==> src/logic/vpm_pkg.sv <==
// Package for the voice processor mode control register bank.
// Assumes one 100 MHz core clock; all widths and codes below are shared by the design files.
package vpm_pkg;

	// Register addresses on the 5-bit parallel host bus
	localparam logic [4:0] ADDR_MODE_POWER_CONTROL = 5'h00;
	localparam logic [4:0] ADDR_ADPCM_MUTE_CONTROL = 5'h01;
	localparam logic [4:0] ADDR_PCM_SLOT_SELECT = 5'h02;
	localparam logic [4:0] ADDR_PCM_IO_CONFIG = 5'h03;
	localparam logic [4:0] ADDR_TONE_GAIN = 5'h04;
	localparam logic [4:0] ADDR_TONE_SELECT_SEND = 5'h05;

	localparam logic [7:0] REG_RESET = 8'h00;

	// Writable bit masks; unused and reserved bits read back as zero
	localparam logic [7:0] MASK_MODE_POWER = 8'h6F;
	localparam logic [7:0] MASK_ADPCM_MUTE = 8'hFF;
	localparam logic [7:0] MASK_PCM_SLOT = 8'h1F;
	localparam logic [7:0] MASK_PCM_IO = 8'h60;
	localparam logic [7:0] MASK_TONE_GAIN = 8'hFF;
	localparam logic [7:0] MASK_TONE_SEL = 8'hFF;

	// mode_power_control fields
	localparam int BIT_POWER_DOWN_HOLD = 6;
	localparam int BIT_POWER_DOWN_RESET = 5;
	localparam int MODE_MSB = 3;
	localparam int MODE_HOST_BIT = 2;
	localparam int MODE_ECHO_BIT = 0;
	localparam logic [7:0] MASK_POWER_DOWN_RESET = 8'h20;
	localparam logic [3:0] MODE_INITIAL = 4'h0;
	localparam logic [3:0] MODE_HANDSFREE = 4'h4;
	localparam logic [3:0] MODE_LINE_EXPANSION = 4'h5;

	// adpcm_mute_control fields
	localparam int BIT_ADPCM_THROUGH = 7;
	localparam int BIT_CODEC_STATE_RESET = 6;
	localparam int BIT_WHOLE_PATH_THROUGH = 5;
	localparam int BIT_TX_MUTE = 4;
	localparam int BIT_RX_MUTE = 3;
	localparam int RX_MUTE_LEVEL_MSB = 2;
	localparam logic [2:0] RX_MUTE_LEVEL_FULL = 3'h7;
	localparam int RX_MUTE_STEP_DB = 6;

	// pcm_slot_select fields
	localparam int BIT_TRANSCODER_SLOT = 4;
	localparam int LINE_SLOT_MSB = 3;
	localparam int LINE_SLOT_LSB = 2;
	localparam int ACOUSTIC_SLOT_MSB = 1;
	localparam int ACOUSTIC_SLOT_LSB = 0;

	// pcm_io_config field
	localparam int PCM_IO_ROUTING_MSB = 6;
	localparam int PCM_IO_ROUTING_LSB = 5;

	// tone_gain: 0000 is -36 dB, +2 dB per step, 1111 is -6 dB
	localparam int TX_TONE_GAIN_MSB = 7;
	localparam int TX_TONE_GAIN_LSB = 4;
	localparam int RX_TONE_GAIN_MSB = 3;
	localparam int RX_TONE_GAIN_LSB = 0;
	localparam int TONE_GAIN_BASE_DB = -36;
	localparam int TONE_GAIN_STEP_DB = 2;
	// Reference levels that the gain codes apply to, in dBm0
	localparam int DTMF_LOW_GROUP_LEVEL_DBM0 = -2;
	localparam int DTMF_HIGH_GROUP_LEVEL_DBM0 = 0;
	// Internal tone gain trim word: host writes it through the memory path
	localparam logic [8:0] TONE_TRIM_ADDR = 9'h16D;
	localparam logic [15:0] TONE_TRIM_DEFAULT = 16'h4000;
	localparam logic [15:0] TONE_TRIM_MINUS_1DB = 16'h390A;

	// tone_select_send fields
	localparam int BIT_TONE_TYPE_SELECT = 7;
	localparam int BIT_TX_TONE_SEND = 6;
	localparam int BIT_RX_TONE_SEND = 5;
	localparam int TONE_SEL_MSB = 4;
	localparam int DTMF_PAIR_MSB = 3;

	// Delay from power-up or reset release to initial mode
	localparam int CLK_PERIOD_NS = 10;
	localparam int INIT_DELAY_MS = 200;
	localparam int INIT_DELAY_CYCLES = INIT_DELAY_MS * 1000000 / CLK_PERIOD_NS;

	// Synchronised pin vector layout
	localparam int PIN_COUNT = 22;
	// Idle pin levels: strobes and power pins high, so no false strobe follows reset
	localparam logic [PIN_COUNT-1:0] PIN_IDLE = 22'h380030;

	typedef enum logic [1:0] {
		ST_DOWN,
		ST_WAIT,
		ST_INIT,
		ST_RUN
	} vpm_state_e;

endpackage

==> src/logic/vpm_sync.sv <==
// Two-flop synchroniser for a vector of asynchronous pins.
// Assumes each bit is an independent level; multi-bit values must be held stable by the source.
`timescale 1ns/1ps
module vpm_sync #(
	parameter int WIDTH = 1,
	parameter logic [WIDTH-1:0] RESET_VALUE = '0
) (
	input wire logic core_clk, // Core clock
	input wire logic rst, // Synchronous reset, active high
	input wire logic [WIDTH-1:0] pinAsync, // Asynchronous pin levels
	output logic [WIDTH-1:0] pinSync // Synchronised levels
);

	logic [WIDTH-1:0] stageOne;

	if (WIDTH < 1) begin : gWidthCheck
		$error("vpm_sync needs WIDTH of at least 1");
	end

	// The first stage feeds only the second stage
	always_ff @(posedge core_clk) begin
		if (rst) begin
			stageOne <= RESET_VALUE;
			pinSync <= RESET_VALUE;
		end else begin
			stageOne <= pinAsync;
			pinSync <= stageOne;
		end
	end

endmodule

==> src/logic/vpm_mode_regs.sv <==
// Mode and power control register bank of the voice processor, with its parallel host port.
// Assumes host pins are asynchronous and held for several core clocks per access.
//
// Functional notes
// - External reset clears all; self reset clears rest
// - Hold bit powers down, registers kept
// - Reset bit powers down and clears registers
// - Mode codes: initial, handsfree, line expansion
// - Initial mode: idle PCM, processing off
// - Initial or valid set mode reached 200 ms after release
// - Pins ORed into mode bits 2 and 0
// - Handsfree enables all; expansion drops acoustic canceler
// - Codec through bit acts with pin low
// - Writing reset bit resets codec state
// - Whole-path through disables all processing
// - Transmit mute bit mutes transmit ADPCM
// - Receive mute applies level; pin low only
// - Level codes: none, 6 dB steps, full
// - Transcoder slot bit picks slot 1 or 2
// - Canceler slot fields pick slots 1 to 4
// - PCM outputs high impedance until the power-up delay ends
// - Tone gain nibbles, -36 dB plus 2 dB steps
// - Gain relative to DTMF reference levels
// - Tone trim word lives in internal memory
// - Tone type bit picks dialing or other tones
// - Send bits inject tone into each path
// - Low four select bits pick dialing pair
`timescale 1ns/1ps
module vpm_mode_regs
	import vpm_pkg::*;
#(
	parameter int INIT_DELAY = vpm_pkg::INIT_DELAY_CYCLES
) (
	input wire logic core_clk, // Core clock, 100 MHz
	input wire logic rst, // Synchronous reset, active high
	input wire logic busCsN, // Host chip select, active low
	input wire logic busWrN, // Host write strobe, active low
	input wire logic busRdN, // Host read strobe, active low
	input wire logic [4:0] busAddr, // Host register address
	input wire logic [7:0] busDataIn, // Host write data
	output logic [7:0] busDataOut, // Host read data
	output logic busDataOe, // High while the data pins are driven
	input wire logic powerDownHoldN, // Power-down pin, active low
	input wire logic powerDownResetN, // Power-down reset pin, active low
	input wire logic hostModeSelectPin, // ORed into mode bit 2
	input wire logic echoModePin, // ORed into mode bit 0
	input wire logic adpcmThroughPin, // External codec through control
	input wire logic muteControlPin, // External receive mute control
	output logic powerDown, // Device powered down
	output logic initialMode, // Device in initial mode
	output logic handsfreeMode, // Handsfree conversation mode active
	output logic lineExpansionMode, // Line canceler expansion mode active
	output logic toneDetectorEn, // Tone detector enable
	output logic adpcmEn, // ADPCM transcoder enable
	output logic toneGenEn, // Tone generator enable
	output logic lineCancelerEn, // Line echo canceler enable
	output logic acousticCancelerEn, // Acoustic echo canceler enable
	output logic lineLongTail, // Line canceler covers the long echo tail
	output logic pcmOutIdle, // PCM output sends idle pattern
	output logic pcmOutHiZ, // All multiplexed PCM outputs undriven
	output logic defaultMemWriteEn, // Internal default memory may change
	output logic adpcmThrough, // Codec through mode in effect
	output logic codecStateReset, // One-cycle codec state reset
	output logic wholePathThrough, // 4-bit serial data passes straight through
	output logic txMute, // Transmit ADPCM muted
	output logic [2:0] rxAttenCode, // Receive attenuation, 6 dB per step
	output logic rxFullMute, // Receive path fully muted
	output logic transcoderSlot, // Transcoder slot, 0 is slot 1
	output logic [1:0] lineSlot, // Line canceler slot, 0 is slot 1
	output logic [1:0] acousticSlot, // Acoustic canceler slot, 0 is slot 1
	output logic [1:0] pcmIoRouting, // PCM signal routing select
	output logic [3:0] txToneGain, // Transmit tone gain code
	output logic [3:0] rxToneGain, // Receive tone gain code
	output logic toneTypeSelect, // 1 selects dialing tones
	output logic txToneSend, // Inject tone into transmit path
	output logic rxToneSend, // Inject tone into receive path
	output logic [4:0] toneSelect, // Tone select field
	output logic dtmfSelected, // Dialing pair selected
	output logic [3:0] dtmfPair // Dialing pair index
);
	import vpm_pkg::*;

	localparam int WAIT_W = $clog2(INIT_DELAY + 1);

	if (INIT_DELAY < 1) begin : gDelayCheck
		$error("INIT_DELAY must be at least one cycle");
	end

	logic [PIN_COUNT-1:0] pinSync;
	logic csS, wrS, rdS, pdHoldNS, pdResetNS, hostModeS, echoModeS, thruPinS, mutePinS;
	logic [4:0] addrS;
	logic [7:0] dataS;
	logic wrActive, wrPrev, writeStrobe;
	logic [4:0] wrAddr;
	logic [7:0] wrData;
	logic [7:0] modePowerControl, adpcmMuteControl, pcmSlotSelect;
	logic [7:0] pcmIoConfig, toneGain, toneSelectSend;
	logic [7:0] next_modePowerControl;
	logic extReset, selfReset, powerDownNow;
	logic [3:0] effMode;
	logic modeValid;
	vpm_state_e state;
	logic [WAIT_W-1:0] waitCount;

	vpm_sync #(
		.WIDTH(PIN_COUNT),
		.RESET_VALUE(PIN_IDLE)
	) uPinSync (
		.core_clk(core_clk),
		.rst(rst),
		.pinAsync({busCsN, busWrN, busRdN, busAddr, busDataIn, powerDownHoldN,
			powerDownResetN, hostModeSelectPin, echoModePin, adpcmThroughPin, muteControlPin}),
		.pinSync(pinSync)
	);

	assign {csS, wrS, rdS, addrS, dataS, pdHoldNS, pdResetNS, hostModeS, echoModeS, thruPinS,
		mutePinS} = pinSync;

	// Write commits at the end of the strobe, so data set up late in the access still lands
	assign wrActive = ~csS & ~wrS;
	assign writeStrobe = wrPrev & ~wrActive;
	assign extReset = ~pdResetNS;
	assign selfReset = modePowerControl[BIT_POWER_DOWN_RESET];
	assign powerDownNow = modePowerControl[BIT_POWER_DOWN_HOLD] | ~pdHoldNS | extReset
		| selfReset;
	assign effMode = {modePowerControl[MODE_MSB],
		modePowerControl[MODE_HOST_BIT] | hostModeS,
		modePowerControl[1],
		modePowerControl[MODE_ECHO_BIT] | echoModeS};
	assign modeValid = (effMode == MODE_HANDSFREE) || (effMode == MODE_LINE_EXPANSION);

	always_ff @(posedge core_clk) begin
		if (rst) begin
			wrPrev <= 1'b0;
			wrAddr <= 5'h00;
			wrData <= 8'h00;
		end else begin
			wrPrev <= wrActive;
			if (wrActive) begin
				wrAddr <= addrS;
				wrData <= dataS;
			end
		end
	end

	// While self reset stays set all other bits are held at zero; a write that clears it loads the other bits too
	always_comb begin
		next_modePowerControl = modePowerControl;
		if (writeStrobe && wrAddr == ADDR_MODE_POWER_CONTROL) begin
			next_modePowerControl = wrData & MASK_MODE_POWER;
		end
		if (next_modePowerControl[BIT_POWER_DOWN_RESET]) begin
			next_modePowerControl = next_modePowerControl & MASK_POWER_DOWN_RESET;
		end
	end

	always_ff @(posedge core_clk) begin
		if (rst || extReset) begin
			modePowerControl <= REG_RESET;
		end else begin
			modePowerControl <= next_modePowerControl;
		end
	end

	// Power-down hold leaves these untouched; either reset clears them
	always_ff @(posedge core_clk) begin
		if (rst || extReset || selfReset) begin
			adpcmMuteControl <= REG_RESET;
			pcmSlotSelect <= REG_RESET;
			pcmIoConfig <= REG_RESET;
			toneGain <= REG_RESET;
			toneSelectSend <= REG_RESET;
		end else if (writeStrobe) begin
			case (wrAddr)
				ADDR_ADPCM_MUTE_CONTROL: adpcmMuteControl <= wrData & MASK_ADPCM_MUTE;
				ADDR_PCM_SLOT_SELECT: pcmSlotSelect <= wrData & MASK_PCM_SLOT;
				ADDR_PCM_IO_CONFIG: pcmIoConfig <= wrData & MASK_PCM_IO;
				ADDR_TONE_GAIN: toneGain <= wrData & MASK_TONE_GAIN;
				ADDR_TONE_SELECT_SEND: toneSelectSend <= wrData & MASK_TONE_SEL;
				default: ;
			endcase
		end
	end

	// Read data is registered; unmapped addresses read zero
	always_ff @(posedge core_clk) begin
		if (rst) begin
			busDataOut <= 8'h00;
			busDataOe <= 1'b0;
		end else begin
			busDataOe <= ~csS & ~rdS;
			case (addrS)
				ADDR_MODE_POWER_CONTROL: busDataOut <= modePowerControl;
				ADDR_ADPCM_MUTE_CONTROL: busDataOut <= adpcmMuteControl;
				ADDR_PCM_SLOT_SELECT: busDataOut <= pcmSlotSelect;
				ADDR_PCM_IO_CONFIG: busDataOut <= pcmIoConfig;
				ADDR_TONE_GAIN: busDataOut <= toneGain;
				ADDR_TONE_SELECT_SEND: busDataOut <= toneSelectSend;
				default: busDataOut <= 8'h00;
			endcase
		end
	end

	// Power state sequencer
	always_ff @(posedge core_clk) begin
		if (rst) begin
			state <= ST_DOWN;
			waitCount <= '0;
		end else if (powerDownNow) begin
			state <= ST_DOWN;
			waitCount <= '0;
		end else begin
			case (state)
				ST_DOWN: begin
					state <= ST_WAIT;
					waitCount <= WAIT_W'(INIT_DELAY - 1);
				end
				ST_WAIT: begin
					if (waitCount == '0) begin
						// A valid mode, from the register or the pins, skips initial mode
						state <= modeValid ? ST_RUN : ST_INIT;
					end else begin
						waitCount <= waitCount - 1'b1;
					end
				end
				ST_INIT: begin
					if (modeValid) begin
						state <= ST_RUN;
					end
				end
				ST_RUN: begin
					if (!modeValid) begin
						state <= ST_INIT;
					end
				end
				default: state <= ST_DOWN;
			endcase
		end
	end

	// Functional unit enables, all registered
	always_ff @(posedge core_clk) begin
		if (rst) begin
			powerDown <= 1'b1;
			initialMode <= 1'b0;
			handsfreeMode <= 1'b0;
			lineExpansionMode <= 1'b0;
			toneDetectorEn <= 1'b0;
			adpcmEn <= 1'b0;
			toneGenEn <= 1'b0;
			lineCancelerEn <= 1'b0;
			acousticCancelerEn <= 1'b0;
			lineLongTail <= 1'b0;
			pcmOutIdle <= 1'b0;
			pcmOutHiZ <= 1'b1;
			defaultMemWriteEn <= 1'b0;
		end else begin
			powerDown <= powerDownNow;
			initialMode <= state == ST_INIT;
			handsfreeMode <= state == ST_RUN && effMode == MODE_HANDSFREE;
			lineExpansionMode <= state == ST_RUN && effMode == MODE_LINE_EXPANSION;
			toneDetectorEn <= state == ST_RUN && !adpcmMuteControl[BIT_WHOLE_PATH_THROUGH];
			adpcmEn <= state == ST_RUN && !adpcmMuteControl[BIT_WHOLE_PATH_THROUGH];
			toneGenEn <= state == ST_RUN && !adpcmMuteControl[BIT_WHOLE_PATH_THROUGH];
			lineCancelerEn <= state == ST_RUN && !adpcmMuteControl[BIT_WHOLE_PATH_THROUGH];
			acousticCancelerEn <= state == ST_RUN && effMode == MODE_HANDSFREE
				&& !adpcmMuteControl[BIT_WHOLE_PATH_THROUGH];
			lineLongTail <= state == ST_RUN && effMode == MODE_LINE_EXPANSION;
			pcmOutIdle <= state == ST_INIT;
			pcmOutHiZ <= state == ST_DOWN || state == ST_WAIT;
			defaultMemWriteEn <= state == ST_INIT;
		end
	end

	// Data path controls
	always_ff @(posedge core_clk) begin
		if (rst) begin
			adpcmThrough <= 1'b0;
			codecStateReset <= 1'b0;
			wholePathThrough <= 1'b0;
			txMute <= 1'b0;
			rxAttenCode <= 3'h0;
			rxFullMute <= 1'b0;
		end else begin
			// A high through pin forces through; the bit only counts while it is low
			adpcmThrough <= thruPinS | adpcmMuteControl[BIT_ADPCM_THROUGH];
			codecStateReset <= writeStrobe && wrAddr == ADDR_ADPCM_MUTE_CONTROL
				&& wrData[BIT_CODEC_STATE_RESET] && !selfReset && !extReset;
			wholePathThrough <= adpcmMuteControl[BIT_WHOLE_PATH_THROUGH];
			txMute <= adpcmMuteControl[BIT_TX_MUTE]
				&& !adpcmMuteControl[BIT_WHOLE_PATH_THROUGH];
			if ((mutePinS || adpcmMuteControl[BIT_RX_MUTE])
				&& !adpcmMuteControl[BIT_WHOLE_PATH_THROUGH]) begin
				rxAttenCode <= adpcmMuteControl[RX_MUTE_LEVEL_MSB:0];
				rxFullMute <= adpcmMuteControl[RX_MUTE_LEVEL_MSB:0]
					== RX_MUTE_LEVEL_FULL;
			end else begin
				rxAttenCode <= 3'h0;
				rxFullMute <= 1'b0;
			end
		end
	end

	// Slot, routing and tone controls
	always_ff @(posedge core_clk) begin
		if (rst) begin
			transcoderSlot <= 1'b0;
			lineSlot <= 2'h0;
			acousticSlot <= 2'h0;
			pcmIoRouting <= 2'h0;
			txToneGain <= 4'h0;
			rxToneGain <= 4'h0;
			toneTypeSelect <= 1'b0;
			txToneSend <= 1'b0;
			rxToneSend <= 1'b0;
			toneSelect <= 5'h00;
			dtmfSelected <= 1'b0;
			dtmfPair <= 4'h0;
		end else begin
			transcoderSlot <= pcmSlotSelect[BIT_TRANSCODER_SLOT];
			lineSlot <= pcmSlotSelect[LINE_SLOT_MSB:LINE_SLOT_LSB];
			acousticSlot <= pcmSlotSelect[ACOUSTIC_SLOT_MSB:ACOUSTIC_SLOT_LSB];
			pcmIoRouting <= pcmIoConfig[PCM_IO_ROUTING_MSB:PCM_IO_ROUTING_LSB];
			txToneGain <= toneGain[TX_TONE_GAIN_MSB:TX_TONE_GAIN_LSB];
			rxToneGain <= toneGain[RX_TONE_GAIN_MSB:RX_TONE_GAIN_LSB];
			toneTypeSelect <= toneSelectSend[BIT_TONE_TYPE_SELECT];
			txToneSend <= toneSelectSend[BIT_TX_TONE_SEND];
			rxToneSend <= toneSelectSend[BIT_RX_TONE_SEND];
			toneSelect <= toneSelectSend[TONE_SEL_MSB:0];
			dtmfSelected <= toneSelectSend[BIT_TONE_TYPE_SELECT];
			dtmfPair <= toneSelectSend[DTMF_PAIR_MSB:0];
		end
	end
endmodule

==> config.mk <==
export PLATFORM = sky130hd
export DESIGN_NAME = vpm_mode_regs
export DESIGN_NICKNAME = d
export VERILOG_FILES = /design/src/logic/vpm_pkg.sv /design/src/logic/vpm_sync.sv /design/src/logic/vpm_mode_regs.sv
export SDC_FILE = /design/constraint.sdc
export NUM_CORES = 1
export LEC_CHECK = 0
export ABC_AREA = 1
export ABC_CLOCK_PERIOD_IN_PS = 1900
export BUFFER_PORTS_ARGS = -buffer_cell sky130_fd_sc_hd__buf_4
export CAP_MARGIN = 10
export CORE_ASPECT_RATIO = 0.6
export CORE_MARGIN = 1.5
export CORE_UTILIZATION = 45
export DETAILED_ROUTE_END_ITERATION = 7
export PLACE_DENSITY = 0.65
export REMOVE_ABC_BUFFERS = 1
export SLEW_MARGIN = 20
export SYNTH_ARGS = -nofsm -noshare
export SYNTH_HDL_FRONTEND = slang
export SYNTH_SLANG_ARGS = --single-unit
==> constraint.sdc <==
create_clock -name core_clk -period 1.9 [get_ports core_clk]
set_input_delay 0.285 -clock core_clk [delete_from_list [all_inputs] [get_ports core_clk]]
set_output_delay 0.285 -clock core_clk [all_outputs]
set_load 0.05 [all_outputs]
* After elaboration in Yosys (flattened, before gate mapping)
Cells that the tools add are included.
** Word-level totals
- Input bits :: 24
- Output and inout port bits :: 58
- Register bits after elaboration :: 173
** Cells by class
- Eq/ne operators :: 20
- Reductions and logical operators :: 33
- $add $sub $neg :: 1
- Muxes and demuxes :: 10
- Bitwise operators :: 16
** Operator list (number)
- $pmux W25 S2 :: 1
- $pmux W8 S6 :: 1
- $logic_not A25 Y1 :: 1
- $mux W25 :: 1
- $sub A25 B1 Y25 const B :: 1
- $eq A5 B2 Y1 const B :: 4
- $eq A5 B3 Y1 const B :: 4
- $mux W6 :: 2
- $reduce_and A2 Y1 :: 6
- $logic_and A1 B1 Y1 :: 11
- $eq A5 B1 Y1 const B :: 2
- $logic_not A5 Y1 :: 2
- $eq A4 B3 Y1 const B :: 2
- $ne A2 B2 Y1 const B :: 4
- $pmux W2 S4 :: 1
- $not A1 Y1 :: 7
- $mux W2 :: 3
- $or A1 B1 Y1 :: 6
- $reduce_or A2 Y1 :: 3
- $logic_or A1 B1 Y1 :: 5
- $eq A2 B2 Y1 const B :: 2
- $and A1 B1 Y1 :: 3
- $eq A3 B3 Y1 const B :: 1
- $reduce_and A3 Y1 :: 1
- 5 further kinds :: 6

* Logic depth before layout (Yosys ltp)
Gate-level depths: netlist of the first run.
- Depth after elaboration :: 8
- Gate-level depth with buffers :: 11
- Depth with buffers taken out :: 11

* Cells and area by module
Synthesis of the first run repeated with hierarchy kept, for this count alone.
** Unflattened totals
- Cell total of the unflattened synthesis :: 796
- Area, all modules :: 6314.8 um^2
** By module, submodules not included
- vpm_mode_regs :: cells an instance 659, area each 5049.8 um^2, sequential area each 2502.4 um^2, times used 1
- vpm_sync :: cells an instance 137, area each 1265.0 um^2, sequential area each 880.8 um^2, times used 1

* Least setup slack after synthesis of the first run
OpenSTA, ideal clock, no wires.
- Path kind :: register to register
- Start :: register waitCount[0]
- End :: register waitCount[22]
- Path slack :: 0.434 ns
- Stages on the path, launching flop included :: 12
- Period minus slack after synthesis :: 1.466 ns
- Buffers on the path :: 1
- Arrival :: 1.353 ns
- Library setup time :: 0.113 ns
- Cell sequence :: dfxtp_1 -> inv_1 -> ha_1 -> nand3_1 -> nor2_1 -> nand2_1 -> nor2_4 -> nor2_4 -> buf_4 -> nand4_1 -> nand2_1 -> nor2_1
** On the way
- Longest elaborated chain between the ends :: 3
- Elaborated cells on any way between the ends :: 6
- Classes of those cells :: add/sub (1); eq/ne (1); mux (2); reduce/logical (2)
** Ends and longest elaborated chain
- start: declaration :: line vpm_mode_regs.sv:103 : logic [WAIT_W-1:0] waitCount;
- start signal: assignment :: line vpm_mode_regs.sv:216 : waitCount <= WAIT_W'(INIT_DELAY - 1);
- start signal: assignment :: line vpm_mode_regs.sv:223 : waitCount <= waitCount - 1'b1;
- $sub A25 B1 Y25 / $logic_not A25 Y1 (equally long branches) :: line vpm_mode_regs.sv:223, vpm_mode_regs.sv:219
- $mux W25 / $ne A2 B2 Y1 (equally long branches)
- $pmux W25 S2 / $reduce_and A2 Y1 (equally long branches)
Several ways; a longest one is shown, not always the timed one. The select of a mux whose other input is x is not followed.
A chain may end at the register's enable or synchronous reset.

* Worst setup path in the final report of the first run
- Start :: register waitCount[0]
- End :: register waitCount[15]
Same word-level chain as after synthesis.

==> results of run 1 <==
==> sequential cells by signal (all words and copies together), names as in the netlist, 6 cells and up <==
| name | cells |
|---|---|
| busDataOut | 8 |
| toneGain | 8 |
| adpcmMuteControl | 8 |
| uPinSync.stageOne | 22 |
| uPinSync.pinSync | 22 |
| waitCount | 25 |
| modePowerControl | 6 |
| toneSelectSend | 8 |
| wrData | 8 |
==> metal layers <==
layer  vias to the layer above  wire, µm  track usage
li1                       2703         -            -
met1                      2286      7965       0.3365
met2                       187      5189       0.2619
met3                         8      1206      0.05094
met4                         0        72      0.03810
met5                         -         0            0
==> cell type report <==
cell class	count	area, µm²	share of cell area
clock buffer	20	466.7	0.06079
clock inverter	10	110.1	0.01434
inverter	119	451.7	0.05883
multi-input combinational	487	2272	0.2960
sequential	169	3383	0.4407
tap	192	240.2	0.03129
timing repair buffer	97	753.2	0.09811
==> cells in the mapped netlist, types with 11 or more instances <==
master / number / share of area
or2_2: 14 / 0.014
clkbuf_1: 11 / 0.0065
nor3_1: 15 / 0.012
dfxtp_1: 169 / 0.54
nand2_1: 92 / 0.055
nor2_1: 170 / 0.10
inv_1: 117 / 0.070
o22ai_1: 15 / 0.015
buf_4: 15 / 0.018
nand3_1: 37 / 0.029
a21oi_1: 56 / 0.044
o21ai_0: 45 / 0.036
==> path summary, 6_finish.rpt <==
check / end / cells past startpoint
setup / recovery: waitCount[15]$_SDFFE_PP0P_ / 12
hold / removal: uPinSync.stageOne[5]$_SDFF_PP1_ / 2
setup reg to reg: waitCount[15]$_SDFFE_PP0P_ / 12
hold reg to reg: busDataOe$_SDFF_PP0_ / 1
==> worst max-delay path, stage by stage, from the launching register on <==
cell and delay [ps]:
dfxtp_1 330, inv_1 80, ha_1 220, nand3_1 80, nor2_1 40, nand2_1 90
nor2_4 50, nor2_4 270, buf_12 180, nand2_1 70, nand2_1 70, nand2_1 50
nor2_1 100
==> power breakdown <==
| group | internal (mW) | switching, mW |
|---|---|---|
| Clock | 1.93 | 1.43 |
| Sequential | 3.63 | 0.0659 |
| Combinational | 0.205 | 0.369 |
| Total | 5.77 | 1.87 |
==> cell families after synthesis <==
| family | count (synthesis) | share of synthesized area |
|---|---|---|
| XOR/XNOR | 1 | 0.001389 |
| AND/OR/NAND/NOR | 358 | 0.2483 |
| flip-flops | 169 | 0.5366 |
| buffers and inverters | 154 | 0.1030 |
| adder cells (fa/ha/maj) | 2 | 0.003968 |
| AO/OA/AOI/OAI | 126 | 0.1068 |
==> per-stage QoR <==
stage	util	instance area, µm²	setup slack, ps	power (mW)
6_report	0.5618	7677	181.5	7.633
5_1_grt	0.5618	7677	14.97	7.915
4_1_cts	0.5618	7677	197.2	7.675
3_5_place_dp	0.5195	7101	230.1	4.338
3_3_place_gp	0.5195	7101	249.1	4.337
2_1_floorplan	-	6107	-209.2	4.118
==> flow_metrics.tcl, run 1 <==
set metrics [dict create \
    numClockSinks 169 \
    startpoint_type "register" \
    cts_hold_buffers 0 \
    grt_max_degree 76 \
    placementRows 33 \
    finalSetupViolations 0 \
    cts-buffers-inserted 17 \
    synth_seq_cells 169 \
    syn2layout_area_growth_pct 21.77 \
    syn-mean-instance-area_um2 7.784 \
    drt-total-wl_mm 14.43 \
    startpoint "waitCount[0]$_SDFFE_PP0P_" \
    port_buffers 81 \
    holdWs_ps 48.94 \
    clock.fmax_ghz 0.5819 \
    cts_max_level 4 \
    vias_per_cell 4.739 \
    relSlewSlack 0.6643 \
    antenna_found_initial 0 \
    fp.dieArea_mm2 0.01475 \
    peakVddDrop_uv 519.9 \
    dr_total_vias 5184 \
    hpwlAfterDp_mm 10.28 \
    postCtsSetupRepairBufs 0 \
    hold_class "in2reg" \
    r2r_slack_ps 180 \
    core-area_mm2 0.01367 \
    cts-root-buf "clkbuf_16" \
    final.min_clock_period_ps 1719 \
    start_util 0.4613 \
    drive_above_1_share 0.1774 \
    fp.dieW_um 155.8 \
    drtIter0Drc 425 \
    die_h_um 94.69 \
    finClkSkew_ps 8.451 \
    min-delay-start "powerDownHoldN" \
    endpoint_kind "register" \
    period_share 0.9045 \
    clock_path_buffers 2 \
    rr_startpoint "waitCount[0]$_SDFFE_PP0P_" \
    cts.clk_slew.worst_paths_ps 70 \
    grt_pass1_vias 4483 \
    yosysWarnings 0 \
    worst_pin_slew_ps 503.1 \
    required_ps 2250 \
    ys_types 32 \
    final_antenna_net_count 0 \
    fillers 1270 \
    final_cell_mix "nor2_1 (170), dfxtp_1 (169), inv_1 (117), buf_4 (95), nand2_1 (92)" \
    ys_seq_area_frac 0.5366 \
    dpl.cell_count 1064 \
    clk_latency_ps 420 \
    setup.worst_path.class "reg2reg" \
    grt_setup_unrepaired "no" \
    hold_viol_final 0 \
    gr-total-overflow 0 \
    syn_inst 810 \
    grt_pass1_wl_mm 23.47 \
    n_antenna_cell 0 \
    route.detailed.drc 0 \
    dr.pass1.iters 5 \
    synth_ff_type "dfxtp_1" \
    wl_per_cell_um 13.19 \
    cts_resized 0 \
    fin_cells 1094 \
    synth_edf_count 0 \
    fin_nets 917 \
    outcome "finished, final reports clean" \
    powerDensity_mw_per_mm2 994.2 \
    tns_ps 0 \
    maxCapViolations 0 \
    synthArstFlopShare 0 \
    synthesis.area_mm2 0.006305 \
    worstPathArrival_ps 2070 \
    slew_violations 0 \
    groute.usage.overall 0.2058 \
    power.leakage_nw 3.367 \
    final_common_cell "nor2_1" \
    gp_congestion 0.9125 \
    cts_tree "yes" \
    cp_max_fo 13 \
    io_pins 82 \
]
No activity file was read; power rests on OpenSTA's default activity.
==> inputs of run 2 (changes only) <==
Settings changed: RECOVER_POWER from default to 100.
==> run 2 against run 1 <==
Compared with the run above:
- combinational power down 2%
- power about the same
- final area down 3.4%
- sequential cell count unchanged
- die area unchanged
- sequential power about the same
- worst hold slack about the same
- critical endpoint unchanged
- largest power group unchanged
==> flow_metrics.tcl, run 2 (same netlist as run 1, synthesis figures left out) <==
set metrics [dict create \
    outcome "finished, final reports clean" \
    intPower_mw 5.757 \
    clock.fmax_ghz 0.5717 \
    final_core_util 0.5427 \
    peakVddDrop_uv 520.3 \
    postCtsSetupRepairBufs 0 \
    setup.worst_path.class "reg2reg" \
    drive_above_1_share 0.1064 \
    reg_top3 "waitCount x25, uPinSync.pinSync x22, uPinSync.stageOne x22" \
    maxCapViolations 0 \
    numClockSinks 169 \
    slew_violations 0 \
    startpoint_type "register" \
    n_antenna_cell 0 \
    grt_pass1_vias 4483 \
    fillers 1332 \
    holdWs_ps 49.03 \
    final_antenna_net_count 0 \
    fp.dieArea_mm2 0.01475 \
    wl_per_cell_um 13.25 \
    powerDensity_mw_per_mm2 1028 \
    drt-total-wl_mm 14.49 \
    period_share 0.9206 \
    tns_ps 0 \
    cts_max_level 4 \
    dr.pass1.iters 6 \
    die_h_um 94.69 \
    cts-buffers-inserted 17 \
    pwr-share-clk 0.441 \
    fp.dieW_um 155.8 \
    worst_pin_slew_ps 770.7 \
    regArea_mm2 0.003383 \
    grt_setup_unrepaired "no" \
    final.min_clock_period_ps 1749 \
    endpoint_kind "register" \
    cts_resized 0 \
    worstPathArrival_ps 2060 \
    grt_max_degree 76 \
    syn2layout_area_growth_pct 17.64 \
    port_buffers 81 \
    largest-register "waitCount" \
    antenna_found_initial 0 \
    startpoint "waitCount[16]$_SDFFE_PP0P_" \
    vias_per_cell 4.727 \
    start_util 0.4613 \
    cts_hold_buffers 0 \
    pwr-share-comb 0.074 \
    power.sequential.fraction 0.485 \
    placementRows 33 \
    route.detailed.drc 0 \
    largest_reg_flops 25 \
    hold_class "in2reg" \
    clk_latency_ps 420 \
    power.leakage_nw 3.106 \
    clock_path_buffers 2 \
    swShare 0.2452 \
    cts-root-buf "clkbuf_16" \
    io_pins 82 \
    min-delay-start "powerDownHoldN" \
    final_common_cell "nor2_1" \
    core-area_mm2 0.01367 \
    relSlewSlack 0.4862 \
    final_cell_mix "nor2_1 (172), dfxtp_1 (169), inv_1 (117), nand2_1 (93), clkbuf_1 (60)" \
    gp_congestion 0.9125 \
    hpwlAfterDp_mm 10.28 \
    p_sw_mw 1.870 \
    multiInputGateArea_mm2 0.002260 \
    cp_max_fo 13 \
    cts.clk_slew.worst_paths_ps 60 \
    gr-total-overflow 0 \
    required_ps 2210 \
    grt_pass1_wl_mm 23.47 \
    rr_startpoint "waitCount[16]$_SDFFE_PP0P_" \
    finalSetupViolations 0 \
    cts_tree "yes" \
    finClkSkew_ps 9.085 \
    drtIter0Drc 384 \
    groute.usage.overall 0.2058 \
    fin_nets 917 \
    hold_viol_final 0 \
    dr_total_vias 5171 \
]
[run 2: path summary, 6_finish.rpt]
check | endpoint | slack [ps] | cells after the start
max | waitCount[15]$_SDFFE_PP0P_ | 150 | 11
min | uPinSync.stageOne[5]$_SDFF_PP1_ | 50 | 2
max reg2reg | waitCount[15]$_SDFFE_PP0P_ | 150 | 11
min reg2reg | busDataOe$_SDFF_PP0_ | 380 | 1
[run 2: per-layer routing]
metal  GRT usage  share of wire
met4     0.03810         0.0057
met2      0.2619           0.36
met1      0.3365           0.57
met3     0.05094          0.070
met5           0              0
[run 2: per-stage QoR]
stage | setup WS [ps] | total power, mW | area (µm²) | cells
after CTS | 197.2 | 7.675 | 7677 | 1094
after global routing | 15.20 | 7.903 | 7417 | 1094
after global placement | 249.1 | 4.337 | 7101 | 1064
after detailed placement | 230.1 | 4.338 | 7101 | 1064
after floorplan | -209.2 | 4.118 | 6107 | 775
final | 150.9 | 7.627 | 7417 | 1094
[run 2: worst max-delay path, cell delays in order, from the launching register on]
cell     delay [ps]
dfxtp_1         350
nor2_1          220
nand2_1         130
nor2_2          210
nand2_2          50
nor2_1          170
nor2_4          110
buf_12          170
nand2_1          80
nand2_1          50
nand2_1          50
nor2_1           40
[run 2: power by group through the flow]
| stage | Clock, mW | Sequential (mW) | Combinational (mW) |
|---|---|---|---|
| 6_report | 3.37 | 3.70 | 0.563 |
| 5_1_grt | 3.56 | 3.70 | 0.640 |
| 4_1_cts | 3.41 | 3.69 | 0.568 |
| 3_5_place_dp | 0 | 3.77 | 0.565 |
| 3_3_place_gp | 0 | 3.77 | 0.565 |
| 2_1_floorplan | 0 | 3.77 | 0.352 |
[run 2: area by class of cell]
cell class / count / area share
clock inverters: 10 / 0.01484
repair buffers: 97 / 0.06815
multi-input cells: 487 / 0.3047
well taps: 192 / 0.03239
inverters: 119 / 0.06090
flip-flops and latches: 169 / 0.4561
clock buffers: 20 / 0.06292
==> inputs of run 3 (changes only) <==
Settings changed: CORE_UTILIZATION 45 to 49, PLACE_DENSITY 0.65 to 0.69.
==> run 3 against run 2 <==
Compared with the run above:
- power is 0.67% higher
- clock-buffer cell count shrank 1
- die area fell by 8.0%
- sequential share of layout area increased by 0.16 points
- combinational power about the same
- maximum frequency fell by 1.1%
- critical path depth is 3 lower
- cell count down 2.6%
- critical path type unchanged
- final area fell by 0.35%
==> flow_metrics.tcl, run 3 (same netlist as run 1, synthesis figures left out) <==
set metrics [dict create \
    gr-total-overflow 0 \
    syn2layout_area_growth_pct 17.23 \
    slew_violations 0 \
    grt_setup_unrepaired "no" \
    fp.dieArea_mm2 0.01358 \
    outcome "finished, final reports clean" \
    cts-root-buf "clkbuf_16" \
    startpoint_type "register" \
    hold_depth 2 \
    grt_pass1_wl_mm 23.87 \
    start_util 0.5128 \
    holdWs_ps 47.63 \
    hold_viol_final 0 \
    final_common_cell "nor2_1" \
    fin_cells 1066 \
    drive_above_1_share 0.1065 \
    maxCapViolations 0 \
    final.min_clock_period_ps 1768 \
    groute.usage.overall 0.2261 \
    final_cell_mix "nor2_1 (171), dfxtp_1 (169), inv_1 (117), nand2_1 (92), clkbuf_1 (61)" \
    n_antenna_cell 0 \
    total_power_mw 7.679 \
    power.leakage_nw 3.097 \
    die_h_um 90.87 \
    final_area_mm2 0.007391 \
    route.detailed.drc 0 \
    hpwlAfterDp_mm 10.58 \
    peakVddDrop_uv 579.7 \
    gp_congestion 0.9726 \
    clock.fmax_ghz 0.5655 \
    postCtsSetupRepairBufs 0 \
    largest-register "waitCount" \
    required_ps 2250 \
    rr_worst_depth 8 \
    cts_max_level 4 \
    period_share 0.9307 \
    antenna_found_initial 0 \
    placementRows 31 \
    endpoint_kind "register" \
    cts.clk_slew.worst_paths_ps 60 \
    fin_nets 915 \
    fp.dieW_um 149.4 \
    fin_ws_ps 131.7 \
    drt-total-wl_mm 14.72 \
    clk_latency_ps 420 \
    relSlewSlack 0.4342 \
    cts_hold_buffers 0 \
    largest_reg_flops 25 \
    dpl.cell_count 1035 \
    cts_resized 0 \
    worstPathArrival_ps 2120 \
    dr.pass1.iters 5 \
    final_antenna_net_count 0 \
    cts-buffers-inserted 17 \
    cts_tree "yes" \
    finalSetupViolations 0 \
    powerDensity_mw_per_mm2 1039 \
    vias_per_cell 5.028 \
    wl_per_cell_um 13.81 \
    reg_top3 "waitCount x25, uPinSync.pinSync x22, uPinSync.stageOne x22" \
    setup.worst_path.class "reg2reg" \
    drtIter0Drc 523 \
    core-area_mm2 0.01230 \
    dr_total_vias 5360 \
    clock_path_buffers 2 \
    numClockSinks 169 \
    io_pins 82 \
    cp_max_fo 5 \
    hold_class "in2reg" \
    finClkSkew_ps 8.890 \
    place_area_mm2 0.007052 \
    grt_pass1_vias 4697 \
    port_buffers 81 \
    grt_max_degree 69 \
    worst_pin_slew_ps 848.7 \
    dp_slack_ps 223.3 \
]
[run 3: path summary, 6_finish.rpt]
path / start / to / slack (ps)
setup / recovery: waitCount[3]$_SDFFE_PP0P_ / waitCount[13]$_SDFFE_PP0P_ / 130
hold / removal: busCsN / uPinSync.stageOne[21]$_SDFF_PP1_ / 50
setup reg to reg: waitCount[3]$_SDFFE_PP0P_ / waitCount[13]$_SDFFE_PP0P_ / 130
hold reg to reg: uPinSync.pinSync[19]$_SDFF_PP1_ / busDataOe$_SDFF_PP0_ / 380
[run 3: stage by stage]
step,utilization,TNS (ps)
6_report,0.6011,0
5_1_grt,0.6011,0
4_1_cts,0.6210,0
3_5_place_dp,0.5735,0
3_3_place_gp,0.5735,0
2_1_floorplan,-,-1344
[run 3: worst max-delay path: stages (launching register included)]
cell     delay [ps]
dfxtp_1         370
nor2_1          200
inv_1           100
nor2_1          250
nand2_1         220
or2_2           320
nand3_1          70
nand2_1          60
a21oi_2         100
[run 3: routing by layer]
metal,share of wire,track usage
met1,0.50,0.3508
met2,0.38,0.2988
met3,0.11,0.06465
met4,0.011,0.05776
met5,0,0
[run 3: area by class of cell]
type / instances / area (µm²)
clock inverter: 12 / 141.4
inverter: 119 / 451.7
multi-input combinational: 487 / 2270
fill: 1113 / 4905
timing repair buffer: 95 / 495.5
clock buffer: 19 / 442.9
tap: 165 / 206.4
sequential: 169 / 3383
[run 3: report_power, final]
part / total [mW] / switching (mW) / internal, mW
logic: 0.560 / 0.367 / 0.193
registers: 3.70 / 0.0648 / 3.63
clock network: 3.42 / 1.44 / 1.99
